===== src/verilog/psta_pkg.sv =====
// Purpose: Constants and types for program space table access block
// Assumes: 50 MHz pclk, APB register port, 16-bit data words
// Notes:   Register offsets are byte addresses of aligned 32-bit words
//
// Summary of operation
// - Program words 24 bits, data words 16 bits
// - Program address bit zero always forced low
// - Address is page byte above data EA
// - Page top bit selects user or configuration
// - Low word read returns program bits 15:0
// - Low byte read picks byte by select bit
// - High word read: bits 23:16, upper zero
// - High byte read: phantom byte reads zero
// - Byte addresses accepted; configuration reads allowed
// - Program counter steps by two per word
// - Low ops bits 15:0, high ops 23:16
// - Visibility window reads low word only
// - Erase clears a 1024-location page
// - Program operation writes two words
// - Processor stalled while flash busy
// - Trigger bit 15 starts, clears at end
// - Unlock with 0x55 then 0xAA first
// - Op 0011 erase, 0001 double-word program
// - No operation unless write enable set
// - Sticky error on improper start or abort
package psta_pkg;

    // ***************************************************************
    // Register map
    // ***************************************************************
    localparam logic [7:0] PSTA_CTRL_OFF  = 8'h00;
    localparam logic [7:0] PSTA_KEY_OFF   = 8'h04;
    localparam logic [7:0] PSTA_ADRU_OFF  = 8'h08;
    localparam logic [7:0] PSTA_ADRL_OFF  = 8'h0C;
    localparam logic [7:0] PSTA_PAGE_OFF  = 8'h10;

    // ***************************************************************
    // Control fields
    // ***************************************************************
    localparam int TRIG_BIT  = 15;
    localparam int WENA_BIT  = 14;
    localparam int ERR_BIT   = 13;
    localparam int SIDL_BIT  = 12;
    localparam int OPSEL_MSB = 3;
    localparam logic [3:0] OP_ERASE = 4'h3;
    localparam logic [3:0] OP_PROG2 = 4'h1;
    localparam logic [7:0] KEY_FIRST  = 8'h55;
    localparam logic [7:0] KEY_SECOND = 8'hAA;

    // ***************************************************************
    // Geometry and timing
    // ***************************************************************
    localparam int PAGE_WORDS   = 1024;
    localparam int PROG_WORDS   = 2;
    localparam int PC_STEP      = 2;
    localparam int CLK_MHZ      = 50;
    localparam int ERASE_US     = 20000;
    localparam int PROG_US      = 50;
    localparam int ERASE_CYCLES = ERASE_US * CLK_MHZ;
    localparam int PROG_CYCLES  = PROG_US * CLK_MHZ;
    localparam int CFG_BIT      = 7;

    typedef enum logic [1:0] {
        PSTA_RD_LOW,
        PSTA_RD_HIGH,
        PSTA_WR_LOW,
        PSTA_WR_HIGH
    } psta_op_t;

    // Table access request from the core
    typedef struct packed {
        logic        valid;
        psta_op_t    op;
        logic        byte_mode;
        logic [15:0] ea;
        logic [15:0] wdata;
    } psta_req_t;

    // Flash array command
    typedef struct packed {
        logic        write_low;
        logic        write_high;
        logic        read;
        logic [23:0] addr;
        logic [23:0] wdata;
    } psta_mem_t;

endpackage


===== src/verilog/psta_lane.sv =====
// Purpose: Maps a 24-bit program word onto a 16-bit data result
// Assumes: Purely combinational
// Notes:   Phantom upper byte always reads as zero
`timescale 1ns/1ps
module psta_lane (
    input  wire logic [23:0]       pword,
    input  wire psta_pkg::psta_op_t op,
    input  wire logic              byte_mode,
    input  wire logic              byte_sel,
    output logic      [15:0]       rdata
);
    import psta_pkg::*;

    always_comb begin
        rdata = 16'h0000;
        if (op == PSTA_RD_LOW) begin
            if (!byte_mode) begin
                rdata = pword[15:0];
            end else if (byte_sel) begin
                rdata = {8'h00, pword[15:8]};
            end else begin
                rdata = {8'h00, pword[7:0]};
            end
        end else if (op == PSTA_RD_HIGH) begin
            if (!byte_mode || !byte_sel) begin
                rdata = {8'h00, pword[23:16]};
            end else begin
                rdata = 16'h0000;
            end
        end
    end

endmodule // psta_lane


===== src/verilog/psta_top.sv =====
// Purpose: Table access, visibility window and flash operation control
// Assumes: Core holds a table request until ack; flash array is external
// Notes:   Operation lengths are parameters so simulation may shorten
`timescale 1ns/1ps
module psta_top #(
    parameter int ERASE_LEN = psta_pkg::ERASE_CYCLES,
    parameter int PROG_LEN  = psta_pkg::PROG_CYCLES
) (
    input  wire logic                pclk,
    input  wire logic                presetn,
    input  wire logic                psel,
    input  wire logic                penable,
    input  wire logic                pwrite,
    input  wire logic [7:0]          paddr,
    input  wire logic [31:0]         pwdata,
    output logic      [31:0]         prdata,
    output logic                     pready,
    output logic                     pslverr,
    input  wire psta_pkg::psta_req_t tbl_req,
    output logic                     tbl_ack,
    output logic      [15:0]         tbl_rdata,
    input  wire logic                win_valid,
    input  wire logic [7:0]          win_page,
    input  wire logic [14:0]         win_ea,
    output logic                     win_ack,
    output logic      [15:0]         win_rdata,
    input  wire logic [22:0]         pc_word_index,
    output logic      [23:0]         pc_addr,
    output psta_pkg::psta_mem_t      mem_cmd,
    input  wire logic [23:0]         mem_rdata,
    output logic                     flash_erase_busy,
    output logic                     flash_prog_busy,
    output logic      [23:0]         flash_addr,
    output logic      [23:0]         latch_lo_q,
    output logic      [23:0]         latch_hi_q,
    output logic                     cpu_stall,
    input  wire logic                idle_req
);
    import psta_pkg::*;

    if (ERASE_LEN < 1 || PROG_LEN < 1) begin : g_len_check
        $error("Operation lengths must be at least one cycle");
    end

    // ***************************************************************
    // Address forming
    // ***************************************************************
    function automatic logic [23:0] tbl_addr(input logic [7:0]  page,
                                             input logic [15:0] ea);
        tbl_addr = {page, ea[15:1], 1'b0};
    endfunction

    typedef enum {
        F_IDLE,
        F_ERASE,
        F_PROG
    } psta_fstate_t;

    logic [7:0]   page_q,   page_d;
    logic [7:0]   adru_q,   adru_d;
    logic [15:0]  adrl_q,   adrl_d;
    logic         trig_q,   trig_d;
    logic         wena_q,   wena_d;
    logic         err_q,    err_d;
    logic         sidl_q,   sidl_d;
    logic [3:0]   opsel_q,  opsel_d;
    logic         key1_q,   key1_d;
    logic         unlock_q, unlock_d;
    logic [23:0]  lo_q,     lo_d;
    logic [23:0]  hi_q,     hi_d;
    logic [31:0]  cnt_q,    cnt_d;
    psta_fstate_t st_q,     st_d;
    logic [31:0]  rd_d;
    logic [31:0]  rd_q;
    logic [23:0]  taddr;
    logic [15:0]  lane_data;
    logic         apb_wr;
    logic         apb_rd;
    logic         hit;
    logic         is_write;

    assign apb_wr   = psel && penable && pwrite;
    assign apb_rd   = psel && !penable && !pwrite;
    assign pready   = 1'b1;
    assign hit      = paddr == PSTA_CTRL_OFF || paddr == PSTA_KEY_OFF ||
                      paddr == PSTA_ADRU_OFF || paddr == PSTA_ADRL_OFF ||
                      paddr == PSTA_PAGE_OFF;
    assign pslverr  = psel && penable && !hit;
    assign prdata   = rd_q;

    // ***************************************************************
    // Table access path
    // ***************************************************************
    assign taddr    = tbl_addr(page_q, tbl_req.ea);
    assign is_write = tbl_req.op == PSTA_WR_LOW ||
                      tbl_req.op == PSTA_WR_HIGH;
    // Stall table and window traffic while the array is busy
    assign cpu_stall = st_q != F_IDLE;
    assign tbl_ack   = tbl_req.valid && !cpu_stall;
    assign win_ack   = win_valid && !cpu_stall && !tbl_req.valid;
    // Word index doubled so program words line up with data words
    assign pc_addr   = {pc_word_index, 1'b0};

    always_comb begin
        mem_cmd = '0;
        if (tbl_ack && !is_write) begin
            mem_cmd.read = 1'b1;
            mem_cmd.addr = taddr;
        end else if (win_ack) begin
            mem_cmd.read = 1'b1;
            // Window always in user space, upper byte never returned
            mem_cmd.addr = tbl_addr({1'b0, win_page[6:0]},
                                    {1'b1, win_ea});
        end
    end

    psta_lane i_psta_lane (
        .pword     (mem_rdata),
        .op        (tbl_req.op),
        .byte_mode (tbl_req.byte_mode),
        .byte_sel  (tbl_req.ea[0]),
        .rdata     (lane_data)
    );

    logic [15:0] tbl_rdata_q;
    logic [15:0] win_rdata_q;
    assign tbl_rdata = tbl_rdata_q;
    assign win_rdata = win_rdata_q;

    always_ff @(posedge pclk or negedge presetn) begin
        if (!presetn) begin
            tbl_rdata_q <= 16'h0000;
            win_rdata_q <= 16'h0000;
        end else begin
            if (tbl_ack && !is_write) begin
                tbl_rdata_q <= lane_data;
            end
            if (win_ack) begin
                win_rdata_q <= mem_rdata[15:0];
            end
        end
    end

    // ***************************************************************
    // Registers, unlock and flash sequencer
    // ***************************************************************
    always_comb begin
        page_d   = page_q;
        adru_d   = adru_q;
        adrl_d   = adrl_q;
        trig_d   = trig_q;
        wena_d   = wena_q;
        err_d    = err_q;
        sidl_d   = sidl_q;
        opsel_d  = opsel_q;
        key1_d   = key1_q;
        unlock_d = unlock_q;
        lo_d     = lo_q;
        hi_d     = hi_q;
        cnt_d    = cnt_q;
        st_d     = st_q;
        rd_d     = rd_q;
        // Write latches load from table writes, byte or word wide
        if (tbl_ack && is_write) begin
            if (tbl_req.ea[1]) begin
                if (tbl_req.op == PSTA_WR_LOW) begin
                    if (!tbl_req.byte_mode) begin
                        hi_d[15:0] = tbl_req.wdata;
                    end else if (tbl_req.ea[0]) begin
                        hi_d[15:8] = tbl_req.wdata[7:0];
                    end else begin
                        hi_d[7:0] = tbl_req.wdata[7:0];
                    end
                end else if (!tbl_req.byte_mode || !tbl_req.ea[0]) begin
                    hi_d[23:16] = tbl_req.wdata[7:0];
                end
            end else begin
                if (tbl_req.op == PSTA_WR_LOW) begin
                    if (!tbl_req.byte_mode) begin
                        lo_d[15:0] = tbl_req.wdata;
                    end else if (tbl_req.ea[0]) begin
                        lo_d[15:8] = tbl_req.wdata[7:0];
                    end else begin
                        lo_d[7:0] = tbl_req.wdata[7:0];
                    end
                end else if (!tbl_req.byte_mode || !tbl_req.ea[0]) begin
                    lo_d[23:16] = tbl_req.wdata[7:0];
                end
            end
        end
        // Key: any key write other than the expected next byte re-locks
        if (apb_wr && paddr == PSTA_KEY_OFF) begin
            key1_d   = pwdata[7:0] == KEY_FIRST;
            unlock_d = key1_q && pwdata[7:0] == KEY_SECOND;
        end else if (apb_wr) begin
            key1_d   = 1'b0;
            unlock_d = 1'b0;
        end
        if (apb_wr && paddr == PSTA_CTRL_OFF) begin
            sidl_d = pwdata[SIDL_BIT];
            if (st_q == F_IDLE) begin
                wena_d  = pwdata[WENA_BIT];
                opsel_d = pwdata[OPSEL_MSB:0];
                if (!pwdata[ERR_BIT]) begin
                    err_d = 1'b0;
                end
                if (pwdata[TRIG_BIT]) begin
                    unlock_d = 1'b0;
                    key1_d   = 1'b0;
                    if (!unlock_q || !pwdata[WENA_BIT]) begin
                        err_d = 1'b1;
                    end else if (pwdata[OPSEL_MSB:0] == OP_ERASE) begin
                        trig_d = 1'b1;
                        st_d   = F_ERASE;
                        cnt_d  = 32'(ERASE_LEN - 1);
                    end else if (pwdata[OPSEL_MSB:0] == OP_PROG2) begin
                        trig_d = 1'b1;
                        st_d   = F_PROG;
                        cnt_d  = 32'(PROG_LEN - 1);
                    end else begin
                        err_d = 1'b1;
                    end
                end
            end
        end
        if (apb_wr && paddr == PSTA_ADRU_OFF && st_q == F_IDLE) begin
            adru_d = pwdata[7:0];
        end
        if (apb_wr && paddr == PSTA_ADRL_OFF && st_q == F_IDLE) begin
            adrl_d = pwdata[15:0];
        end
        if (apb_wr && paddr == PSTA_PAGE_OFF) begin
            page_d = pwdata[7:0];
        end
        case (st_q)
            F_IDLE: begin
            end
            F_ERASE, F_PROG: begin
                if (idle_req && sidl_q) begin
                    st_d   = F_IDLE;
                    trig_d = 1'b0;
                    err_d  = 1'b1;
                end else if (cnt_q == '0) begin
                    st_d   = F_IDLE;
                    trig_d = 1'b0;
                end else begin
                    cnt_d = cnt_q - 32'd1;
                end
            end
            default: begin
                st_d = F_IDLE;
            end
        endcase
        if (apb_rd) begin
            case (paddr)
                PSTA_CTRL_OFF: begin
                    rd_d = 32'h0000_0000;
                    rd_d[TRIG_BIT]      = trig_q;
                    rd_d[WENA_BIT]      = wena_q;
                    rd_d[ERR_BIT]       = err_q;
                    rd_d[SIDL_BIT]      = sidl_q;
                    rd_d[OPSEL_MSB:0]   = opsel_q;
                end
                PSTA_ADRU_OFF: rd_d = {24'h00_0000, adru_q};
                PSTA_ADRL_OFF: rd_d = {16'h0000, adrl_q};
                PSTA_PAGE_OFF: rd_d = {24'h00_0000, page_q};
                default: rd_d = 32'h0000_0000;
            endcase
        end
    end

    always_ff @(posedge pclk or negedge presetn) begin
        if (!presetn) begin
            page_q   <= 8'h00;
            adru_q   <= 8'h00;
            adrl_q   <= 16'h0000;
            trig_q   <= 1'b0;
            wena_q   <= 1'b0;
            err_q    <= 1'b0;
            sidl_q   <= 1'b0;
            opsel_q  <= 4'h0;
            key1_q   <= 1'b0;
            unlock_q <= 1'b0;
            lo_q     <= 24'hFF_FFFF;
            hi_q     <= 24'hFF_FFFF;
            cnt_q    <= 32'h0000_0000;
            st_q     <= F_IDLE;
            rd_q     <= 32'h0000_0000;
        end else begin
            page_q   <= page_d;
            adru_q   <= adru_d;
            adrl_q   <= adrl_d;
            trig_q   <= trig_d;
            wena_q   <= wena_d;
            err_q    <= err_d;
            sidl_q   <= sidl_d;
            opsel_q  <= opsel_d;
            key1_q   <= key1_d;
            unlock_q <= unlock_d;
            lo_q     <= lo_d;
            hi_q     <= hi_d;
            cnt_q    <= cnt_d;
            st_q     <= st_d;
            rd_q     <= rd_d;
        end
    end

    // ***************************************************************
    // Flash array control outputs
    // ***************************************************************
    // Erase covers the page holding the address; program writes a pair
    assign flash_erase_busy = st_q == F_ERASE;
    assign flash_prog_busy  = st_q == F_PROG;
    assign flash_addr       = {adru_q, adrl_q[15:1], 1'b0};
    assign latch_lo_q       = lo_q;
    assign latch_hi_q       = hi_q;

endmodule // psta_top

===== config.mk =====
export PLATFORM = sky130hd
export DESIGN_NAME = psta_top
export DESIGN_NICKNAME = d
export VERILOG_FILES = /design/src/verilog/psta_pkg.sv /design/src/verilog/psta_lane.sv /design/src/verilog/psta_top.sv
export SDC_FILE = /design/constraint.sdc
export NUM_CORES = 1
export LEC_CHECK = 0
export ABC_AREA = 0
export BUFFER_PORTS_ARGS = -buffer_cell sky130_fd_sc_hd__buf_2
export CAP_MARGIN = 0
export CORE_MARGIN = 2
export CORE_UTILIZATION = 41
export DETAILED_ROUTE_END_ITERATION = 10
export HOLD_SLACK_MARGIN = 0.03
export PLACE_DENSITY = 0.82
export SYNTH_ARGS = -nofsm -noshare
export SYNTH_HDL_FRONTEND = slang
export SYNTH_SLANG_ARGS = --single-unit

===== constraint.sdc =====
create_clock -name pclk -period 2.5 [get_ports pclk]
set_input_delay 0.375 -clock pclk [delete_from_list [all_inputs] [get_ports pclk]]
set_output_delay 0.375 -clock pclk [all_outputs]
set_load 0.01 [all_outputs]

==> out/results.md <==
### Route
• **drt total wl** 31100 um
• **number of nets with antenna violations after detailed routing** 0
• **routed vias/inst** 5.37
• **DR DRC count** 0
• **DR iter-0 viols** 724
• **Wirelength per Cell** 20.2 um
• **length of the first detailed-routing pass in iterations** 5
• **total vias in the final route** 8265

### Clock tree
• **Num CTS Buffers** 22
• **TritonCTS clock tree** yes
• **clock tree root driver cell** sky130_fd_sc_hd__clkbuf_16
• **H-tree Lvls** 1
• **Bufs on Longest Clock Path** 3
• **clock latency reported for the late side of the worst-skew pair** 0.51 ns
• **Worst-path clk slew** 0.07 ns
• **TritonCTS Sinks** 202

### Cells and area
• **final standard cell count with taps included and fillers excluded** 1539
• **fillcell total** 1896
• **fraction of layout instances using a drive strength above 1** 52.5%
• **number of inserted diodes** 0
• **cell area after layout** 13300 sq um
• **post-route core utilization** 57.4%
• **count of nets after finishing** 1359
• **area growth from synthesis to final layout** 38.4%

### Synthesis
• **most used standard cell by instance count after synthesis** sky130_fd_sc_hd__dfrtp_1
• **most common library cells after synthesis** 154 x sky130_fd_sc_hd__dfrtp_1, 108 x sky130_fd_sc_hd__mux2_2, 85 x sky130_fd_sc_hd__buf_4, 84 x sky130_fd_sc_hd__nand2_1, 48 x sky130_fd_sc_hd__dfstp_2
• **FF+latch count, synth** 202
• **register area share after synthesis** 53.0%
• **number of enable flip-flop cells after synthesis** 0
• **share of Yosys cell area claimed by the top area cell type** 40.0%
• **library cell occupying the most area in the post-synthesis netlist** sky130_fd_sc_hd__dfrtp_1
• **Synth Warn #** 0
• **average instance area after synthesis** 11.4 sq um
• **cell count after synthesis** 845
• **number of distinct library cell variants in the gate-level netlist after synthesis** 65
• **proportion of register bits with asynchronous set or reset after synthesis** 100%
• **Area contributors post-synth** sky130_fd_sc_hd__dfrtp_1 40%, sky130_fd_sc_hd__dfstp_2 13%, sky130_fd_sc_hd__mux2_2 13%
• **commonest register cell after synthesis** sky130_fd_sc_hd__dfrtp_1
• **post-synthesis instance area** 9640 sq um

### Timing
• **measured slew at the worst slew-check pin** 0.653 ns
• **Period minus WS final** 3.03 ns
• **post-route clock skew** 0.0157 ns
• **unrepaired setup endpoints after global routing** yes
• **final critical-path setup slack** -0.527 ns
• **period utilisation layout** 121%
• **final-report hold violation count** 0
• **timing-limited maximum frequency** 330 MHz
• **Rel. slew slack** 56.5%
• **total count of max-transition violations in the final report** 0
• **Setup Viol. Count Final** 78

### Critical path
• **reg-to-reg critical path startpoint** st_q[12]
• **type of element launching the critical path** flop
• **critical-path maximum fanout** 5
• **nature of the critical path endpoint** primary output
• **required time worst endpoint** 2.12 ns
• **Setup crit start** st_q[12]
• **CP arrival** 2.65 ns
• **kind of critical path** reg2out

### Floorplanning
• **die extent in y** 157 um
• **core area** 23300 sq um
• **Initial Utilization** 41.5%
• **horizontal die dimension** 157 um
• **IO Count** 371
• **DIE AREA** 24800 sq um
• **total number of placement rows** 56

### Global route
• **global-route wire length before repair** 43900 um
• **final global-route overflow total** 0
• **overall fraction of global-route tracks in use** 22.8%
• **largest net degree at the start of global routing** 81
• **via count of the first global-routing pass** 7886
• **initial antenna violation count** 1

### Power and ir drop
• **total design power** 7.19 mW
• **Peak VDD IR** 521 uV
• **standby leakage power** 6.67 nW
• **total power density per cell area** 539 nW/um^2

### Worst hold path
• **startpoint of the most critical hold path** pwdata[9]
• **path type of the worst min-delay path** in2reg

### Run status
• **run status** finished with violations
• **violated checks** setup timing

### Placed design
• **post-detailed-placement half-perimeter wirelength** 21400 um
• **Cells after DPL** 1476
• **standard cell area after detailed placement** 11700 sq um
• **IO Port Bufs** 260
• **GP Congestion** 0.896

### Flow run
• **count of max-cap constraint violations** 0

power breakdown:
part	leakage (nW)	switching (mW)	total [mW]	internal, mW
sequential	2.54	0.0367	3.38	3.34
clock	0.369	1.35	3.35	2.00
combinational	3.76	0.292	0.456	0.164
cell usage in the layout (no fill, tap or decap), types with 5 or more instances in the layout:
cell type and n:
sky130_fd_sc_hd__clkbuf_8 5, sky130_fd_sc_hd__and2_1 7, sky130_fd_sc_hd__buf_4 83, sky130_fd_sc_hd__or4_1 5, sky130_fd_sc_hd__conb_1 76, sky130_fd_sc_hd__dfrtp_1 154
sky130_fd_sc_hd__inv_1 6, sky130_fd_sc_hd__o21ai_2 8, sky130_fd_sc_hd__dfstp_2 48, sky130_fd_sc_hd__a21oi_1 19, sky130_fd_sc_hd__nor4_1 22, sky130_fd_sc_hd__nand3_1 24
sky130_fd_sc_hd__o21ai_0 19, sky130_fd_sc_hd__mux2_2 68, sky130_fd_sc_hd__nor4_4 6, sky130_fd_sc_hd__buf_12 8, sky130_fd_sc_hd__o211ai_1 11, sky130_fd_sc_hd__a22o_1 23
sky130_fd_sc_hd__clkbuf_16 25, sky130_fd_sc_hd__nor3_4 5, sky130_fd_sc_hd__o31ai_1 6, sky130_fd_sc_hd__buf_6 36, sky130_fd_sc_hd__mux2i_1 8, sky130_fd_sc_hd__mux2_4 40
sky130_fd_sc_hd__nor4_2 10, sky130_fd_sc_hd__nand2_1 84, sky130_fd_sc_hd__nor3_1 8, sky130_fd_sc_hd__nor2_1 30, sky130_fd_sc_hd__nand4_1 7, sky130_fd_sc_hd__a222oi_1 6
sky130_fd_sc_hd__buf_2 252, sky130_fd_sc_hd__a31oi_1 10
layer usage:
layer / GRT usage (%) / up-vias / share of wire, %
li1: - / 3658 / -
met1: 29.5 / 4135 / 39
met2: 37.5 / 377 / 50
met3: 5.89 / 93 / 7.7
met4: 6.93 / 2 / 3.1
met5: 0 / - / 0.042
sequential cells by signal, indices dropped and copies added, names as in the netlist:
| register | count |
|---|---|
| adru_q | 8 |
| page_q | 8 |
| trig_q | 1 |
| latch_hi_q | 24 |
| win_rdata | 16 |
| err_q | 1 |
| prdata | 16 |
| adrl_q | 16 |
| wena_q | 1 |
| key1_q | 1 |
| cnt_q | 32 |
| st_q | 32 |
| tbl_rdata | 16 |
| opsel_q | 4 |
| latch_lo_q | 24 |
| unlock_q | 1 |
| sidl_q | 1 |
repair_timing:
action	in CTS	in global routing
hold endpoints to repair	64	0
pin swaps	4	25
gates cloned	2	1
resized for setup	33	124
endpoints found under the setup margin	66	123
buffers inserted	14	11
hold buffers	1	0
worst max-delay path, cell delays in order, from the launching register on:
cell and delay [ns]:
sky130_fd_sc_hd__dfrtp_1 0.38, sky130_fd_sc_hd__nor4_1 0.30, sky130_fd_sc_hd__nand4_1 0.21, sky130_fd_sc_hd__buf_4 0.20, sky130_fd_sc_hd__nor3_4 0.13, sky130_fd_sc_hd__buf_4 0.13
sky130_fd_sc_hd__and3_4 0.27, sky130_fd_sc_hd__buf_6 0.13, sky130_fd_sc_hd__buf_6 0.10, sky130_fd_sc_hd__a22o_1 0.16, sky130_fd_sc_hd__buf_2 0.15
cell families after synthesis:
family                   share of synthesized area [%]
AO/OA/AOI/OAI                                     10.1
multiplexers                                      13.4
other                                           0.0779
adder cells (fa/ha/maj)                          0.259
XOR/XNOR                                         0.182
flip-flops                                        53.0
buffers and inverters                             8.59
AND/OR/NAND/NOR                                   14.3
cell type report:
class | instances | area (sq um) | area share (%)
repair buffers | 385 | 2550 | 19.1
inverters | 8 | 32.5 | 0.244
multi-input cells | 585 | 4490 | 33.7
clock buffers | 28 | 634 | 4.75
flip-flops and latches | 202 | 5110 | 38.3
clock inverters | 12 | 120 | 0.900
well taps | 319 | 399 | 2.99
stage by stage:
| step | hold WS, ns | setup WS, ns | setup TNS, ns |
|---|---|---|---|
| global route | 0.0832 | -0.651 | -28.94 |
| detailed placement | 0.456 | -0.0891 | -3.20 |
| floorplan | 0.0794 | -0.00483 | -0.00483 |
| global placement | 0.449 | -0.0610 | -1.47 |
| CTS | 0.0821 | -0.466 | -13.72 |
| finish | 0.0970 | -0.527 | -19.79 |
final timing paths:
path | endpoint | slack [ns] | cells past startpoint
setup / recovery | mem_cmd[34] | -0.53 | 10
hold / removal | adrl_q[9] | 0.1 | 2
min in group asynchronous | cnt_q[0] | 0.46 | 2
hold reg to reg | prdata[10] | 0.46 | 2
max in group asynchronous | adrl_q[8] | 1.24 | 3
setup reg to reg | latch_lo_q[8] | -0.28 | 8
(Power assumes the default switching activity.)
